[src/verilog/dsol_pkg.sv]
// Purpose: Shared constants and types for the drive status output logic.
// Assumes: Frequencies are in 0.1 Hz steps; band is a whole percentage.
// Notes: Register offsets are byte addresses of aligned 32-bit words.

package dsol_pkg;

    // ************************************************************
    // Register bus geometry
    // ************************************************************
    localparam int DSOL_ADDR_W = 8;
    localparam int DSOL_DATA_W = 32;
    localparam int DSOL_FREQ_W = 16;
    localparam int DSOL_CODE_W = 16;
    localparam int DSOL_NUM_TERM = 2;

    // ************************************************************
    // Register offsets
    // ************************************************************
    localparam logic [7:0] DSOL_OFF_AT_SPEED_BAND = 8'h00;
    localparam logic [7:0] DSOL_OFF_FWD_THRESH = 8'h04;
    localparam logic [7:0] DSOL_OFF_REV_THRESH = 8'h08;
    localparam logic [7:0] DSOL_OFF_START_FREQ = 8'h0C;
    localparam logic [7:0] DSOL_OFF_SELECT_A = 8'h10;
    localparam logic [7:0] DSOL_OFF_SELECT_B = 8'h14;
    localparam logic [7:0] DSOL_OFF_STATUS = 8'h18;

    // ************************************************************
    // Reset values and setting limits
    // ************************************************************
    localparam logic [6:0] DSOL_BAND_RST = 7'h0A;
    localparam logic [6:0] DSOL_BAND_MAX = 7'h64;
    localparam logic [15:0] DSOL_FWD_RST = 16'h003C;
    localparam logic [15:0] DSOL_FREQ_MAX = 16'h0FA0;
    localparam logic [15:0] DSOL_REV_SAME = 16'h270F;
    localparam logic [15:0] DSOL_START_RST = 16'h0005;
    localparam logic [15:0] DSOL_NO_FUNC = 16'h270F;

    // ************************************************************
    // Terminal function codes
    // ************************************************************
    localparam logic [15:0] DSOL_CODE_NEG_BASE = 16'h0064;
    localparam logic [15:0] DSOL_CODE_MAX = 16'h00C7;
    localparam logic [15:0] DSOL_CODE_RUN = 16'h0000;
    localparam logic [15:0] DSOL_CODE_AT_SPEED = 16'h0001;
    localparam logic [15:0] DSOL_CODE_FREQ_THR = 16'h0004;
    localparam logic [15:0] DSOL_CODE_READY = 16'h000B;
    localparam logic [15:0] DSOL_CODE_INT_FAULT = 16'h005B;
    localparam logic [15:0] DSOL_CODE_ALARM = 16'h0063;
    localparam logic [15:0] DSOL_SEL_A_RST = 16'h0000;
    localparam logic [15:0] DSOL_SEL_B_RST = 16'h0063;

    // ************************************************************
    // Trip causes reported by the control core
    // ************************************************************
    typedef enum logic [7:0]
    {
        DSOL_FLT_NONE = 8'h00,
        DSOL_FLT_BRAKE_XSTR = 8'h01,
        DSOL_FLT_START_GND = 8'h02,
        DSOL_FLT_PHASE_LOSS = 8'h03,
        DSOL_FLT_PARAM_STORE = 8'h04,
        DSOL_FLT_PROCESSOR = 8'h05,
        DSOL_FLT_INRUSH = 8'h06,
        DSOL_FLT_ACCEL_OC = 8'h07,
        DSOL_FLT_OTHER = 8'hFF
    } dsol_fault_t;

    // ************************************************************
    // Carriers
    // ************************************************************
    typedef struct packed
    {
        logic [15:0] out_freq;
        logic [15:0] set_freq;
        logic rev_dir;
        logic init_done;
        logic trip;
        logic [7:0] fault_code;
        logic ground_fault_seen;
        logic dc_brake;
        logic power_fail;
        logic undervolt;
    } dsol_core_t;

    typedef struct packed
    {
        logic freq_threshold_flag;
        logic at_speed_flag;
        logic internal_fault_flag;
        logic trip_alarm_flag;
        logic motor_active_flag;
        logic operation_ready_flag;
    } dsol_flags_t;

endpackage

[src/verilog/dsol_top.sv]
// Purpose: Status flags of a motor drive routed to two output terminals.
// Assumes: Core inputs share I_MCLK; the shutoff input is an external pin.
// Notes: Terminal A is the open collector, terminal B the relay contact.
//
// Function
// - Codes 0-99 conduct when function active; 100-199 conduct when inactive.
// - Same function may be selected on several terminals at once.
// - Operation ready asserted whenever the drive can run, also while running.
// - Motor active at output freq at or above start freq; off stopped or braking.
// - Ready selected by 11 or 111; motor active by 0 or 100.
// - Ready drops during power failure or undervoltage.
// - Open-collector terminal defaults to positive motor active.
// - Trip alarm asserted whenever the drive trips.
// - Trip alarm defaults to relay contact; codes 99 or 199 elsewhere.
// - Internal fault on circuit failure or wiring mistake; codes 91 or 191.
// - Internal fault for brake, ground, phase, storage, processor, inrush faults.
// - Acceleration overcurrent caused by start ground fault still flags internal fault.
// - At speed when output within band percent of set freq, default 10.
// - At speed selected by 1 or 101.
// - Threshold flag when output freq reaches forward threshold, default 6 Hz.
// - Reverse threshold used in reverse unless it is 9999.
// - Threshold flag selected by 4 or 104.
// - At speed and threshold flags off during DC injection braking.
// - Comparisons use output frequency before slip compensation.
//
// Decided for this implementation: the register offsets and the plain strobed port.

`timescale 1ns/1ps

module dsol_top
    import dsol_pkg::*;
(
    // Clock and reset
    input wire logic I_MCLK,
    input wire logic I_SYS_RST,
    // Register port
    input wire logic [DSOL_ADDR_W-1:0] I_ADDR,
    input wire logic [DSOL_DATA_W-1:0] I_WDATA,
    input wire logic I_WR,
    input wire logic I_RD,
    output logic [DSOL_DATA_W-1:0] O_RDATA,
    // Control core state
    input wire dsol_core_t I_CORE,
    // Shutoff pin
    input wire logic I_OUTPUT_SHUTOFF,
    // Status flags and terminals
    output dsol_flags_t O_FLAGS,
    output logic [DSOL_NUM_TERM-1:0] O_TERM_ON
);

    // ************************************************************
    // Functions
    // ************************************************************
    function automatic logic func_active(input logic [15:0] code, input dsol_flags_t f);
        logic [15:0] base;
        base = (code >= DSOL_CODE_NEG_BASE) ? code - DSOL_CODE_NEG_BASE : code;
        if (base == DSOL_CODE_RUN)
            func_active = f.motor_active_flag;
        else if (base == DSOL_CODE_AT_SPEED)
            func_active = f.at_speed_flag;
        else if (base == DSOL_CODE_FREQ_THR)
            func_active = f.freq_threshold_flag;
        else if (base == DSOL_CODE_READY)
            func_active = f.operation_ready_flag;
        else if (base == DSOL_CODE_INT_FAULT)
            func_active = f.internal_fault_flag;
        else if (base == DSOL_CODE_ALARM)
            func_active = f.trip_alarm_flag;
        else
            func_active = 1'b0;
    endfunction

    function automatic logic code_valid(input logic [15:0] code);
        code_valid = (code <= DSOL_CODE_MAX) || (code == DSOL_NO_FUNC);
    endfunction

    function automatic logic freq_valid(input logic [15:0] v);
        freq_valid = (v <= DSOL_FREQ_MAX);
    endfunction

    // ************************************************************
    // Declarations
    // ************************************************************
    logic shutoff_meta_q;
    logic shutoff_q;
    logic [6:0] band_q;
    logic [15:0] fwd_thr_q;
    logic [15:0] rev_thr_q;
    logic [15:0] start_freq_q;
    logic [15:0] sel_q [DSOL_NUM_TERM];
    logic [DSOL_DATA_W-1:0] rdata_d;
    logic [DSOL_DATA_W-1:0] rdata_q;
    dsol_flags_t flags_d;
    dsol_flags_t flags_q;
    logic [DSOL_NUM_TERM-1:0] term_d;
    logic [DSOL_NUM_TERM-1:0] term_q;
    logic [15:0] freq_diff;
    logic [23:0] diff_scaled;
    logic [23:0] band_limit;
    logic [15:0] active_thr;
    logic int_fault_cause;

    // ************************************************************
    // Shutoff pin synchroniser
    // ************************************************************
    always_ff @(posedge I_MCLK or posedge I_SYS_RST)
    begin
        if (I_SYS_RST)
        begin
            shutoff_meta_q <= 1'b0;
            shutoff_q <= 1'b0;
        end
        else
        begin
            shutoff_meta_q <= I_OUTPUT_SHUTOFF;
            shutoff_q <= shutoff_meta_q;
        end
    end

    // ************************************************************
    // Setting registers
    // ************************************************************
    always_ff @(posedge I_MCLK or posedge I_SYS_RST)
    begin
        if (I_SYS_RST)
        begin
            band_q <= DSOL_BAND_RST;
            fwd_thr_q <= DSOL_FWD_RST;
            rev_thr_q <= DSOL_REV_SAME;
            start_freq_q <= DSOL_START_RST;
        end
        else if (I_WR)
        begin
            // Out-of-range settings are ignored
            if (I_ADDR == DSOL_OFF_AT_SPEED_BAND)
            begin
                if (I_WDATA[31:0] <= {25'h0000000, DSOL_BAND_MAX})
                    band_q <= I_WDATA[6:0];
            end
            else if (I_ADDR == DSOL_OFF_FWD_THRESH)
            begin
                if (I_WDATA[31:16] == 16'h0000 && freq_valid(I_WDATA[15:0]))
                    fwd_thr_q <= I_WDATA[15:0];
            end
            else if (I_ADDR == DSOL_OFF_REV_THRESH)
            begin
                if (I_WDATA[31:16] == 16'h0000 &&
                    (freq_valid(I_WDATA[15:0]) || I_WDATA[15:0] == DSOL_REV_SAME))
                    rev_thr_q <= I_WDATA[15:0];
            end
            else if (I_ADDR == DSOL_OFF_START_FREQ)
            begin
                if (I_WDATA[31:16] == 16'h0000 && freq_valid(I_WDATA[15:0]))
                    start_freq_q <= I_WDATA[15:0];
            end
        end
    end

    // ************************************************************
    // Terminal function selectors
    // ************************************************************
    always_ff @(posedge I_MCLK or posedge I_SYS_RST)
    begin
        if (I_SYS_RST)
        begin
            sel_q[0] <= DSOL_SEL_A_RST;
            sel_q[1] <= DSOL_SEL_B_RST;
        end
        else if (I_WR && I_WDATA[31:16] == 16'h0000 && code_valid(I_WDATA[15:0]))
        begin
            // Selectors are independent, so one code may appear on both
            if (I_ADDR == DSOL_OFF_SELECT_A)
                sel_q[0] <= I_WDATA[15:0];
            else if (I_ADDR == DSOL_OFF_SELECT_B)
                sel_q[1] <= I_WDATA[15:0];
        end
    end

    // ************************************************************
    // Frequency comparisons
    // ************************************************************
    always_comb
    begin
        // Output frequency input is taken before slip compensation
        freq_diff = (I_CORE.out_freq >= I_CORE.set_freq) ?
                    I_CORE.out_freq - I_CORE.set_freq :
                    I_CORE.set_freq - I_CORE.out_freq;
        diff_scaled = 24'(freq_diff) * 24'h000064;
        band_limit = 24'(I_CORE.set_freq) * 24'(band_q);
        if (I_CORE.rev_dir && rev_thr_q != DSOL_REV_SAME)
            active_thr = rev_thr_q;
        else
            active_thr = fwd_thr_q;
    end

    // ************************************************************
    // Fault classification
    // ************************************************************
    always_comb
    begin
        int_fault_cause = 1'b0;
        case (dsol_fault_t'(I_CORE.fault_code))
            DSOL_FLT_BRAKE_XSTR,
            DSOL_FLT_START_GND,
            DSOL_FLT_PHASE_LOSS,
            DSOL_FLT_PARAM_STORE,
            DSOL_FLT_PROCESSOR,
            DSOL_FLT_INRUSH:
                int_fault_cause = 1'b1;
            DSOL_FLT_ACCEL_OC:
                int_fault_cause = I_CORE.ground_fault_seen;
            default:
                int_fault_cause = 1'b0;
        endcase
    end

    // ************************************************************
    // Status flags
    // ************************************************************
    always_comb
    begin
        flags_d.operation_ready_flag = I_CORE.init_done && !I_CORE.trip && !shutoff_q &&
                                       !I_CORE.power_fail && !I_CORE.undervolt;
        flags_d.motor_active_flag = (I_CORE.out_freq >= start_freq_q) &&
                                    (I_CORE.out_freq != 16'h0000) &&
                                    !I_CORE.dc_brake && !I_CORE.trip &&
                                    !shutoff_q;
        flags_d.trip_alarm_flag = I_CORE.trip;
        flags_d.internal_fault_flag = I_CORE.trip && int_fault_cause;
        flags_d.at_speed_flag = (diff_scaled <= band_limit) && !I_CORE.dc_brake;
        flags_d.freq_threshold_flag = (I_CORE.out_freq >= active_thr) &&
                                      !I_CORE.dc_brake;
    end

    always_ff @(posedge I_MCLK or posedge I_SYS_RST)
    begin
        if (I_SYS_RST)
            flags_q <= '0;
        else
            flags_q <= flags_d;
    end

    // ************************************************************
    // Terminal routing
    // ************************************************************
    generate
        for (genvar t = 0; t < DSOL_NUM_TERM; t++)
        begin : g_term
            always_comb
            begin
                if (sel_q[t] == DSOL_NO_FUNC)
                    term_d[t] = 1'b0;
                else if (sel_q[t] >= DSOL_CODE_NEG_BASE)
                    term_d[t] = !func_active(sel_q[t], flags_q);
                else
                    term_d[t] = func_active(sel_q[t], flags_q);
            end
        end
    endgenerate

    always_ff @(posedge I_MCLK or posedge I_SYS_RST)
    begin
        if (I_SYS_RST)
            term_q <= '0;
        else
            term_q <= term_d;
    end

    // ************************************************************
    // Register read
    // ************************************************************
    always_comb
    begin
        rdata_d = '0;
        if (I_RD)
        begin
            if (I_ADDR == DSOL_OFF_AT_SPEED_BAND)
                rdata_d = {25'h0000000, band_q};
            else if (I_ADDR == DSOL_OFF_FWD_THRESH)
                rdata_d = {16'h0000, fwd_thr_q};
            else if (I_ADDR == DSOL_OFF_REV_THRESH)
                rdata_d = {16'h0000, rev_thr_q};
            else if (I_ADDR == DSOL_OFF_START_FREQ)
                rdata_d = {16'h0000, start_freq_q};
            else if (I_ADDR == DSOL_OFF_SELECT_A)
                rdata_d = {16'h0000, sel_q[0]};
            else if (I_ADDR == DSOL_OFF_SELECT_B)
                rdata_d = {16'h0000, sel_q[1]};
            else if (I_ADDR == DSOL_OFF_STATUS)
                rdata_d = {23'h000000, shutoff_q, term_q, flags_q};
        end
    end

    always_ff @(posedge I_MCLK or posedge I_SYS_RST)
    begin
        if (I_SYS_RST)
            rdata_q <= '0;
        else
            rdata_q <= rdata_d;
    end

    // ************************************************************
    // Outputs
    // ************************************************************
    assign O_RDATA = rdata_q;
    assign O_FLAGS = flags_q;
    assign O_TERM_ON = term_q;

endmodule
[config.mk]
export PLATFORM = sky130hd
export DESIGN_NAME = dsol_top
export DESIGN_NICKNAME = d
export VERILOG_FILES = /design/src/verilog/dsol_pkg.sv /design/src/verilog/dsol_top.sv
export SDC_FILE = /design/constraint.sdc
export NUM_CORES = 1
export LEC_CHECK = 0
export ABC_CLOCK_PERIOD_IN_PS = 19200
export BUFFER_PORTS_ARGS = -buffer_cell sky130_fd_sc_hd__buf_2
export CAP_MARGIN = 0
export CORE_UTILIZATION = 30
export DETAILED_ROUTE_END_ITERATION = 12
export GPL_ROUTABILITY_DRIVEN = 0
export PLACE_DENSITY = 0.52
export REMOVE_ABC_BUFFERS = 1
export SLEW_MARGIN = 40
export SYNTH_ARGS = -nofsm -noshare
export SYNTH_HDL_FRONTEND = slang
export SYNTH_SLANG_ARGS = --single-unit
[constraint.sdc]
create_clock -name I_MCLK -period 19.2 [get_ports I_MCLK]
set_input_delay 5.76 -clock I_MCLK [delete_from_list [all_inputs] [get_ports I_MCLK]]
set_output_delay 5.76 -clock I_MCLK [all_outputs]
set_load 0.05 [all_outputs]
==> run_summary.xml, run 1 <==
<?xml version="1.0" encoding="UTF-8"?>
<metrics>
  <group name="setup_path">
    <metric name="timing.critical_path.depth" unit="">32</metric>
    <metric name="critical_path_peak_fanout" unit="">19</metric>
    <metric name="cp.arrival" unit="ps">12710</metric>
    <metric name="critPathBufInv" unit="">5</metric>
    <metric name="critPathKind" unit="">input port to flip-flop</metric>
    <metric name="worst-endpoint-required" unit="ps">19550</metric>
    <metric name="register_to_register_path_setup_slack" unit="ps">12490</metric>
    <metric name="timing.critical_path.slowest_stage_cell" unit="">fa_1</metric>
    <metric name="critical_path_origin" unit="">I_CORE[31]</metric>
    <metric name="end_kind" unit="">flip-flop</metric>
    <metric name="crit_path_max_incr_delay" unit="ps">500</metric>
    <metric name="startpoint_type" unit="">input port</metric>
    <metric name="r2r_end" unit="">O_FLAGS[4]</metric>
    <metric name="rr_startpoint" unit="">band_q[3]</metric>
    <metric name="critPathTopFamily" unit="">compound AO/OA/AOI/OAI gates</metric>
    <metric name="worstSetupEndpoint" unit="">O_FLAGS[4]</metric>
    <metric name="ff2ff_path_depth" unit="">21</metric>
  </group>
  <group name="min_path">
    <metric name="timing.hold.worst.class" unit="">flip-flop to flip-flop</metric>
    <metric name="timing.hold.worst_path_depth" unit="">0</metric>
  </group>
  <group name="yosys">
    <metric name="flops_latches_synth" unit="">113</metric>
    <metric name="yosys-top-cells-area" unit="">dfrtp_1 (17%), ha_1 (16%), fa_1 (12%), inv_1 (5.2%), nand2_1 (4.4%)</metric>
    <metric name="yosys.cell_types.count" unit="">87</metric>
    <metric name="synth.yosys.warnings" unit="">0</metric>
    <metric name="netlist_area_before_placement" unit="sq um">14000</metric>
    <metric name="synth_top_cell_by_area" unit="">dfrtp_1</metric>
    <metric name="ys_dominant_reg_cell" unit="">dfrtp_1</metric>
    <metric name="synthCells" unit="">1601</metric>
    <metric name="synth_edf_count" unit="">0</metric>
    <metric name="avgSynthCellArea" unit="sq um">8.74</metric>
    <metric name="netlist.area_leader.share" unit="%">16.6</metric>
    <metric name="async_reset_ff_share" unit="%">100</metric>
    <metric name="yosysSeqAreaShare" unit="%">20.4</metric>
  </group>
  <group name="clocking">
    <metric name="clock_tree_root" unit="">clkbuf_16</metric>
    <metric name="path_clk_slew" unit="ps">60</metric>
    <metric name="post_cts_resize_count" unit="">0</metric>
    <metric name="cts.repair_timing.setup_buffer_count" unit="">0</metric>
    <metric name="cts-hold-fix-buffers" unit="">0</metric>
    <metric name="cts_buf_count" unit="">17</metric>
    <metric name="htree_num_levels" unit="">4</metric>
    <metric name="clk-insertion-delay-late" unit="ps">420</metric>
    <metric name="max_buffers_root_to_sink" unit="">2</metric>
    <metric name="clock_tree_from_tritoncts" unit="">done</metric>
    <metric name="numClockSinks" unit="">113</metric>
  </group>
  <group name="floorplan">
    <metric name="floorplan.io_pins" unit="">132</metric>
    <metric name="die_height" unit="um">218</metric>
    <metric name="initial_utilization" unit="%">30.6</metric>
    <metric name="die_width" unit="um">218</metric>
    <metric name="core_area" unit="sq um">45700</metric>
    <metric name="fp.dieArea" unit="sq um">47500</metric>
    <metric name="std_cell_rows" unit="">78</metric>
  </group>
  <group name="pwr">
    <metric name="power_density" unit="nW/um^2">97.2</metric>
    <metric name="power.static_leakage" unit="nW">7.73</metric>
    <metric name="finalPower" unit="mW">1.53</metric>
    <metric name="ir_drop" unit="mV">0.0978</metric>
  </group>
  <group name="global_route">
    <metric name="grt_start_max_net_pins" unit="">61</metric>
    <metric name="grt_first_pass_wirelength" unit="um">64300</metric>
    <metric name="grt_use_total" unit="%">17.4</metric>
    <metric name="number_of_antenna_violations_at_the_first_check_in_global_routing" unit="">2</metric>
    <metric name="overflow" unit="">0</metric>
    <metric name="grt_pass1_vias" unit="">11300</metric>
  </group>
  <group name="finish">
    <metric name="total_area_of_multi_input_combinational_cells" unit="sq um">10100</metric>
    <metric name="final_layout_size_suffix_gt1_share" unit="%">13.2</metric>
    <metric name="flow.area_growth_from_synthesis" unit="%">12.5</metric>
    <metric name="layout.filler_cells" unit="">4742</metric>
    <metric name="design.final.nets" unit="">2026</metric>
    <metric name="seqCellArea" unit="sq um">2860</metric>
  </group>
  <group name="timing">
    <metric name="grt_setup_unrepaired" unit="">false</metric>
    <metric name="finalMaxSlewViolations" unit="">0</metric>
    <metric name="tns" unit="ps">0</metric>
    <metric name="timing.hold.ws" unit="ps">343</metric>
    <metric name="relSlewSlack" unit="%">50.0</metric>
    <metric name="finalCritPeriodShare" unit="%">64.4</metric>
    <metric name="slew_at_the_pin_closest_to_its_max_slew_limit" unit="ps">750</metric>
    <metric name="setup-violations-final" unit="">0</metric>
    <metric name="finalCriticalPeriod" unit="ps">12360</metric>
    <metric name="worst_clock_skew" unit="ps">8.15</metric>
    <metric name="final_hold_viol_count" unit="">0</metric>
    <metric name="highest_clock_rate" unit="GHz">0.0809</metric>
  </group>
  <group name="route">
    <metric name="drt-vias-per-instance" unit="">5.12</metric>
    <metric name="vias" unit="">11700</metric>
    <metric name="drt_pass1_iterations" unit="">5</metric>
    <metric name="drt_iter0_markers" unit="">903</metric>
    <metric name="detail-route-antenna-nets" unit="">0</metric>
    <metric name="drc_errors" unit="">0</metric>
    <metric name="routed_wire_length_per_instance" unit="um">18.0</metric>
    <metric name="wl" unit="um">41200</metric>
  </group>
  <group name="placed_design">
    <metric name="input_output_buffers" unit="">115</metric>
    <metric name="hpwl" unit="um">32600</metric>
  </group>
  <group name="run_status">
    <metric name="status" unit="">completed</metric>
  </group>
  <group name="job">
    <metric name="cap_violations" unit="">0</metric>
  </group>
</metrics>
## cells in the final DEF (no fill, tap or decap), types with 6 or more instances in the layout
cell,instances
nand2b_1,11
and3_1,8
a21oi_1,68
o22ai_1,16
o31ai_1,9
mux2_1,39
nand3_1,26
a21o_1,34
or3_1,12
inv_1,191
xnor2_1,38
nand2_1,163
a31oi_1,6
nor2_1,65
o211ai_1,9
dfrtp_1,89
nand4_1,20
xor2_1,21
o21ai_0,38
buf_2,115
nor2b_1,11
nor4_1,15
a211o_1,7
nand3b_1,7
dfstp_2,20
and2_1,75
mux2_2,27
clkbuf_16,17
mux2i_1,37
o21a_1,13
fa_1,82
a221oi_1,20
a211oi_1,7
bufinv_16,6
o21ai_1,23
nor3_1,46
ha_1,182
conb_1,16
## state kept, by name (all words and copies together), names as in the netlist
name,count
start_freq_q,16
rev_thr_q,16
shutoff_q,1
O_FLAGS,6
band_q,7
fwd_thr_q,16
O_RDATA,16
shutoff_meta_q,1
sel_q,32
O_TERM_ON,2
## metrics by stage
step           utilization [%]  worst slack (ps)  area, sq um  cells
3_3_place_gp              32.8              6500        15000   2250
6_report                  34.4              6840        15700   2284
2_1_floorplan                -              7390        13600   1532
5_1_grt                   34.4              6380        15700   2283
4_1_cts                   34.4              6890        15700   2283
3_5_place_dp              32.9              6520        15000   2251
## worst min path at each step
stage | slack (ps) | endpoint | startpoint
2_1_floorplan | 330 | shutoff_q | shutoff_meta_q
3_3_place_gp | 330 | shutoff_q | shutoff_meta_q
3_5_place_dp | 340 | shutoff_q | shutoff_meta_q
4_1_cts | 350 | shutoff_q | shutoff_meta_q
5_1_grt | 370 | shutoff_q | shutoff_meta_q
6_report | 340 | shutoff_q | shutoff_meta_q
## area by class of cell
| class | instances | share of cell area [%] |
|---|---|---|
| antenna | 1 | 0.0159 |
| multi-input combinational | 1224 | 64.1 |
| timing repair buffer | 119 | 3.90 |
| sequential | 113 | 18.2 |
| tap | 600 | 4.77 |
| clock inverter | 9 | 1.27 |
| clock buffer | 23 | 3.10 |
| inverter | 195 | 4.67 |
## cells by family after synthesis
family          count (synthesis)  share of synthesized area (%)
compound gates                297                           14.3
xor+xnor                       59                           3.69
fa+ha+maj                     264                           28.0
buf+inv                       279                           8.20
flops                         113                           20.4
mux                           103                           7.96
other cells                     1                         0.0268
simple gates                  485                           17.4
## report_power, final
part	internal [mW]	leakage [nW]	switching, mW
clock	0.257	0.330	0.112
combinational	0.407	5.91	0.509
sequential	0.240	1.49	0.00440
total	0.904	7.73	0.625
## layer usage
| layer | wire, um | track usage [%] | vias up | part of all wire (%) |
|---|---|---|---|---|
| li1 | - | - | 5632 | - |
| met1 | 20300 | 25.4 | 5725 | 49 |
| met2 | 18300 | 26.7 | 292 | 44 |
| met3 | 1810 | 2.69 | 41 | 4.4 |
| met4 | 745 | 4.10 | 0 | 1.8 |
| met5 | 0 | 0 | - | 0 |
## Yosys cell counts (7+ instances only)
cell        n
inv_1     192
ha_1      182
nand2_1   163
dfrtp_1    93
fa_1       82
and2_1     75
a21oi_1    68
nor2_1     65
clkbuf_1   50
nor3_1     47
mux2_1     39
o21ai_0    38
xnor2_1    38
mux2i_1    37
a21o_1     34
mux2_2     27
nand3_1    27
o21ai_1    24
xor2_1     21
a221oi_1   20
dfstp_2    20
nand4_1    20
buf_4      16
o22ai_1    16
nor4_1     15
buf_2      13
o21a_1     13
or3_1      12
nand2b_1   11
nor2b_1    11
o211ai_1    9
o31ai_1     9
and3_1      8
a211o_1     7
a211oi_1    7
nand3b_1    7
Power figures use the tool's default switching activity.
==> run 2: changes to the inputs <==
- ABC_CLOCK_PERIOD_IN_PS: 19200 -> 12000
- clock period: 19.2 -> 12 ns (I/O delays scaled with it)
==> run_summary.xml, run 2 (synthesized netlist as in run 1, its figures left out) <==
<?xml version="1.0" encoding="UTF-8"?>
<metrics>
  <group name="timing">
    <metric name="finalCritPeriodShare" unit="%">85.0</metric>
    <metric name="setup-violations-final" unit="">0</metric>
    <metric name="relSlewSlack" unit="%">50.4</metric>
    <metric name="grt_setup_unrepaired" unit="">false</metric>
    <metric name="final_hold_viol_count" unit="">0</metric>
    <metric name="timing.hold.ws" unit="ps">344</metric>
    <metric name="slew_at_the_pin_closest_to_its_max_slew_limit" unit="ps">744</metric>
    <metric name="finalMaxSlewViolations" unit="">0</metric>
    <metric name="finalCriticalPeriod" unit="ps">10190</metric>
    <metric name="worst_clock_skew" unit="ps">8.54</metric>
    <metric name="tns" unit="ps">0</metric>
    <metric name="highest_clock_rate" unit="GHz">0.0981</metric>
  </group>
  <group name="global_route">
    <metric name="grt_start_max_net_pins" unit="">61</metric>
    <metric name="number_of_antenna_violations_at_the_first_check_in_global_routing" unit="">2</metric>
    <metric name="grt_use_total" unit="%">17.5</metric>
    <metric name="grt_first_pass_wirelength" unit="um">64300</metric>
    <metric name="overflow" unit="">0</metric>
    <metric name="grt_pass1_vias" unit="">11300</metric>
  </group>
  <group name="route">
    <metric name="drt-vias-per-instance" unit="">5.12</metric>
    <metric name="detail-route-antenna-nets" unit="">0</metric>
    <metric name="routed_wire_length_per_instance" unit="um">17.9</metric>
    <metric name="vias" unit="">11700</metric>
    <metric name="drt_iter0_markers" unit="">810</metric>
    <metric name="wl" unit="um">41000</metric>
    <metric name="drc_errors" unit="">0</metric>
    <metric name="drt_pass1_iterations" unit="">5</metric>
  </group>
  <group name="setup_path">
    <metric name="critical_path_peak_fanout" unit="">19</metric>
    <metric name="cp.arrival" unit="ps">10550</metric>
    <metric name="critPathKind" unit="">input port to flip-flop</metric>
    <metric name="timing.critical_path.slowest_stage_cell" unit="">fa_1</metric>
    <metric name="crit_path_max_incr_delay" unit="ps">500</metric>
    <metric name="end_kind" unit="">flip-flop</metric>
    <metric name="startpoint_type" unit="">input port</metric>
    <metric name="worst-endpoint-required" unit="ps">12360</metric>
  </group>
  <group name="clocking">
    <metric name="max_buffers_root_to_sink" unit="">2</metric>
    <metric name="clk-insertion-delay-late" unit="ps">430</metric>
    <metric name="clock_tree_from_tritoncts" unit="">done</metric>
    <metric name="numClockSinks" unit="">113</metric>
    <metric name="cts-hold-fix-buffers" unit="">0</metric>
    <metric name="path_clk_slew" unit="ps">60</metric>
    <metric name="clock_tree_root" unit="">clkbuf_16</metric>
    <metric name="post_cts_resize_count" unit="">0</metric>
    <metric name="cts_buf_count" unit="">17</metric>
    <metric name="cts.repair_timing.setup_buffer_count" unit="">0</metric>
    <metric name="htree_num_levels" unit="">4</metric>
  </group>
  <group name="floorplan">
    <metric name="fp.dieArea" unit="sq um">47500</metric>
    <metric name="floorplan.io_pins" unit="">132</metric>
    <metric name="core_area" unit="sq um">45700</metric>
    <metric name="initial_utilization" unit="%">30.6</metric>
    <metric name="die_height" unit="um">218</metric>
    <metric name="std_cell_rows" unit="">78</metric>
    <metric name="die_width" unit="um">218</metric>
  </group>
  <group name="finish">
    <metric name="largest_reg_flops" unit="">32</metric>
    <metric name="final_layout_size_suffix_gt1_share" unit="%">13.1</metric>
    <metric name="flow.area_growth_from_synthesis" unit="%">12.4</metric>
    <metric name="registers.top_by_ff_count" unit="">sel_q</metric>
    <metric name="design.final.nets" unit="">2026</metric>
    <metric name="layout_commonest_cell" unit="">inv_1</metric>
    <metric name="most-common-layout-cells" unit="">inv_1 (191), ha_1 (182), nand2_1 (163), buf_2 (115), dfrtp_1 (89)</metric>
  </group>
  <group name="placed_design">
    <metric name="input_output_buffers" unit="">115</metric>
    <metric name="hpwl" unit="um">32600</metric>
  </group>
  <group name="min_path">
    <metric name="timing.hold.worst.class" unit="">flip-flop to flip-flop</metric>
  </group>
  <group name="run_status">
    <metric name="status" unit="">completed</metric>
  </group>
  <group name="pwr">
    <metric name="power.static_leakage" unit="nW">7.73</metric>
    <metric name="power_density" unit="nW/um^2">155</metric>
    <metric name="ir_drop" unit="mV">0.135</metric>
  </group>
  <group name="job">
    <metric name="cap_violations" unit="">0</metric>
  </group>
</metrics>
run 2: cell types whose count changed in the layout (fill, tap and decap cells not counted), sizes merged:
| cell | delta |
|---|---|
| diode | +2 |
| clkinv | +1 |
| clkinvlp | -1 |
run 2: critical path: cells and delay by family:
| family | cells | cell delay (ps) |
|---|---|---|
| AOI/OAI and AO/OA | 15 | 3070 |
| adders and majority gates | 7 | 2260 |
| and+or+nand+nor | 2 | 530 |
| xor gates and xnor gates | 2 | 490 |
| buffers and inverters | 5 | 390 |
| muxes | 1 | 200 |
run 2: cell type report:
| class | count | area (sq um) |
|---|---|---|
| Fill cell | 4809 | 29900 |
| Multi-Input combinational cell | 1224 | 10100 |
| Sequential cell | 113 | 2860 |
| Tap cell | 600 | 751 |
| Inverter | 195 | 734 |
| Timing Repair Buffer | 119 | 613 |
| Clock buffer | 23 | 478 |
| Clock inverter | 9 | 201 |
| Antenna cell | 3 | 7.51 |
run 2: metal layers:
layer	part of all wire [%]	global-route usage, %	vias to the layer above
met5	0	0	-
met1	49	25.4	5737
li1	-	-	5652
met4	1.9	4.52	0
met2	44	26.6	267
met3	4.4	3.08	39
run 2: final timing paths:
check / startpoint / to / slack (ps) / cells after the start
max in group asynchronous: I_SYS_RST / sel_q[1] / 7700 / 3
min: shutoff_meta_q / shutoff_q / 340 / 0
min reg2reg: shutoff_meta_q / shutoff_q / 340 / 0
max: I_CORE[31] / O_FLAGS[4] / 1810 / 32
min in group asynchronous: I_SYS_RST / fwd_thr_q[14] / 3290 / 2
max reg2reg: band_q[3] / O_FLAGS[4] / 5280 / 21
run 2: stage by stage:
| step | area [sq um] | util (%) | setup WS (ps) | cells | total power, mW |
|---|---|---|---|---|---|
| after floorplan | 13600 | - | 2350 | 1532 | 1.53 |
| after global placement | 15000 | 32.8 | 1460 | 2250 | 1.84 |
| after detailed placement | 15000 | 32.9 | 1470 | 2251 | 1.86 |
| after CTS | 15700 | 34.4 | 1870 | 2283 | 2.46 |
| after global routing | 15700 | 34.4 | 1440 | 2283 | 2.68 |
| final | 15700 | 34.4 | 1810 | 2286 | 2.44 |
run 2: power breakdown:
group          switching, mW  internal (mW)
sequential           0.00753          0.385
combinational          0.814          0.650
clock                  0.180          0.406
total                   1.00           1.44
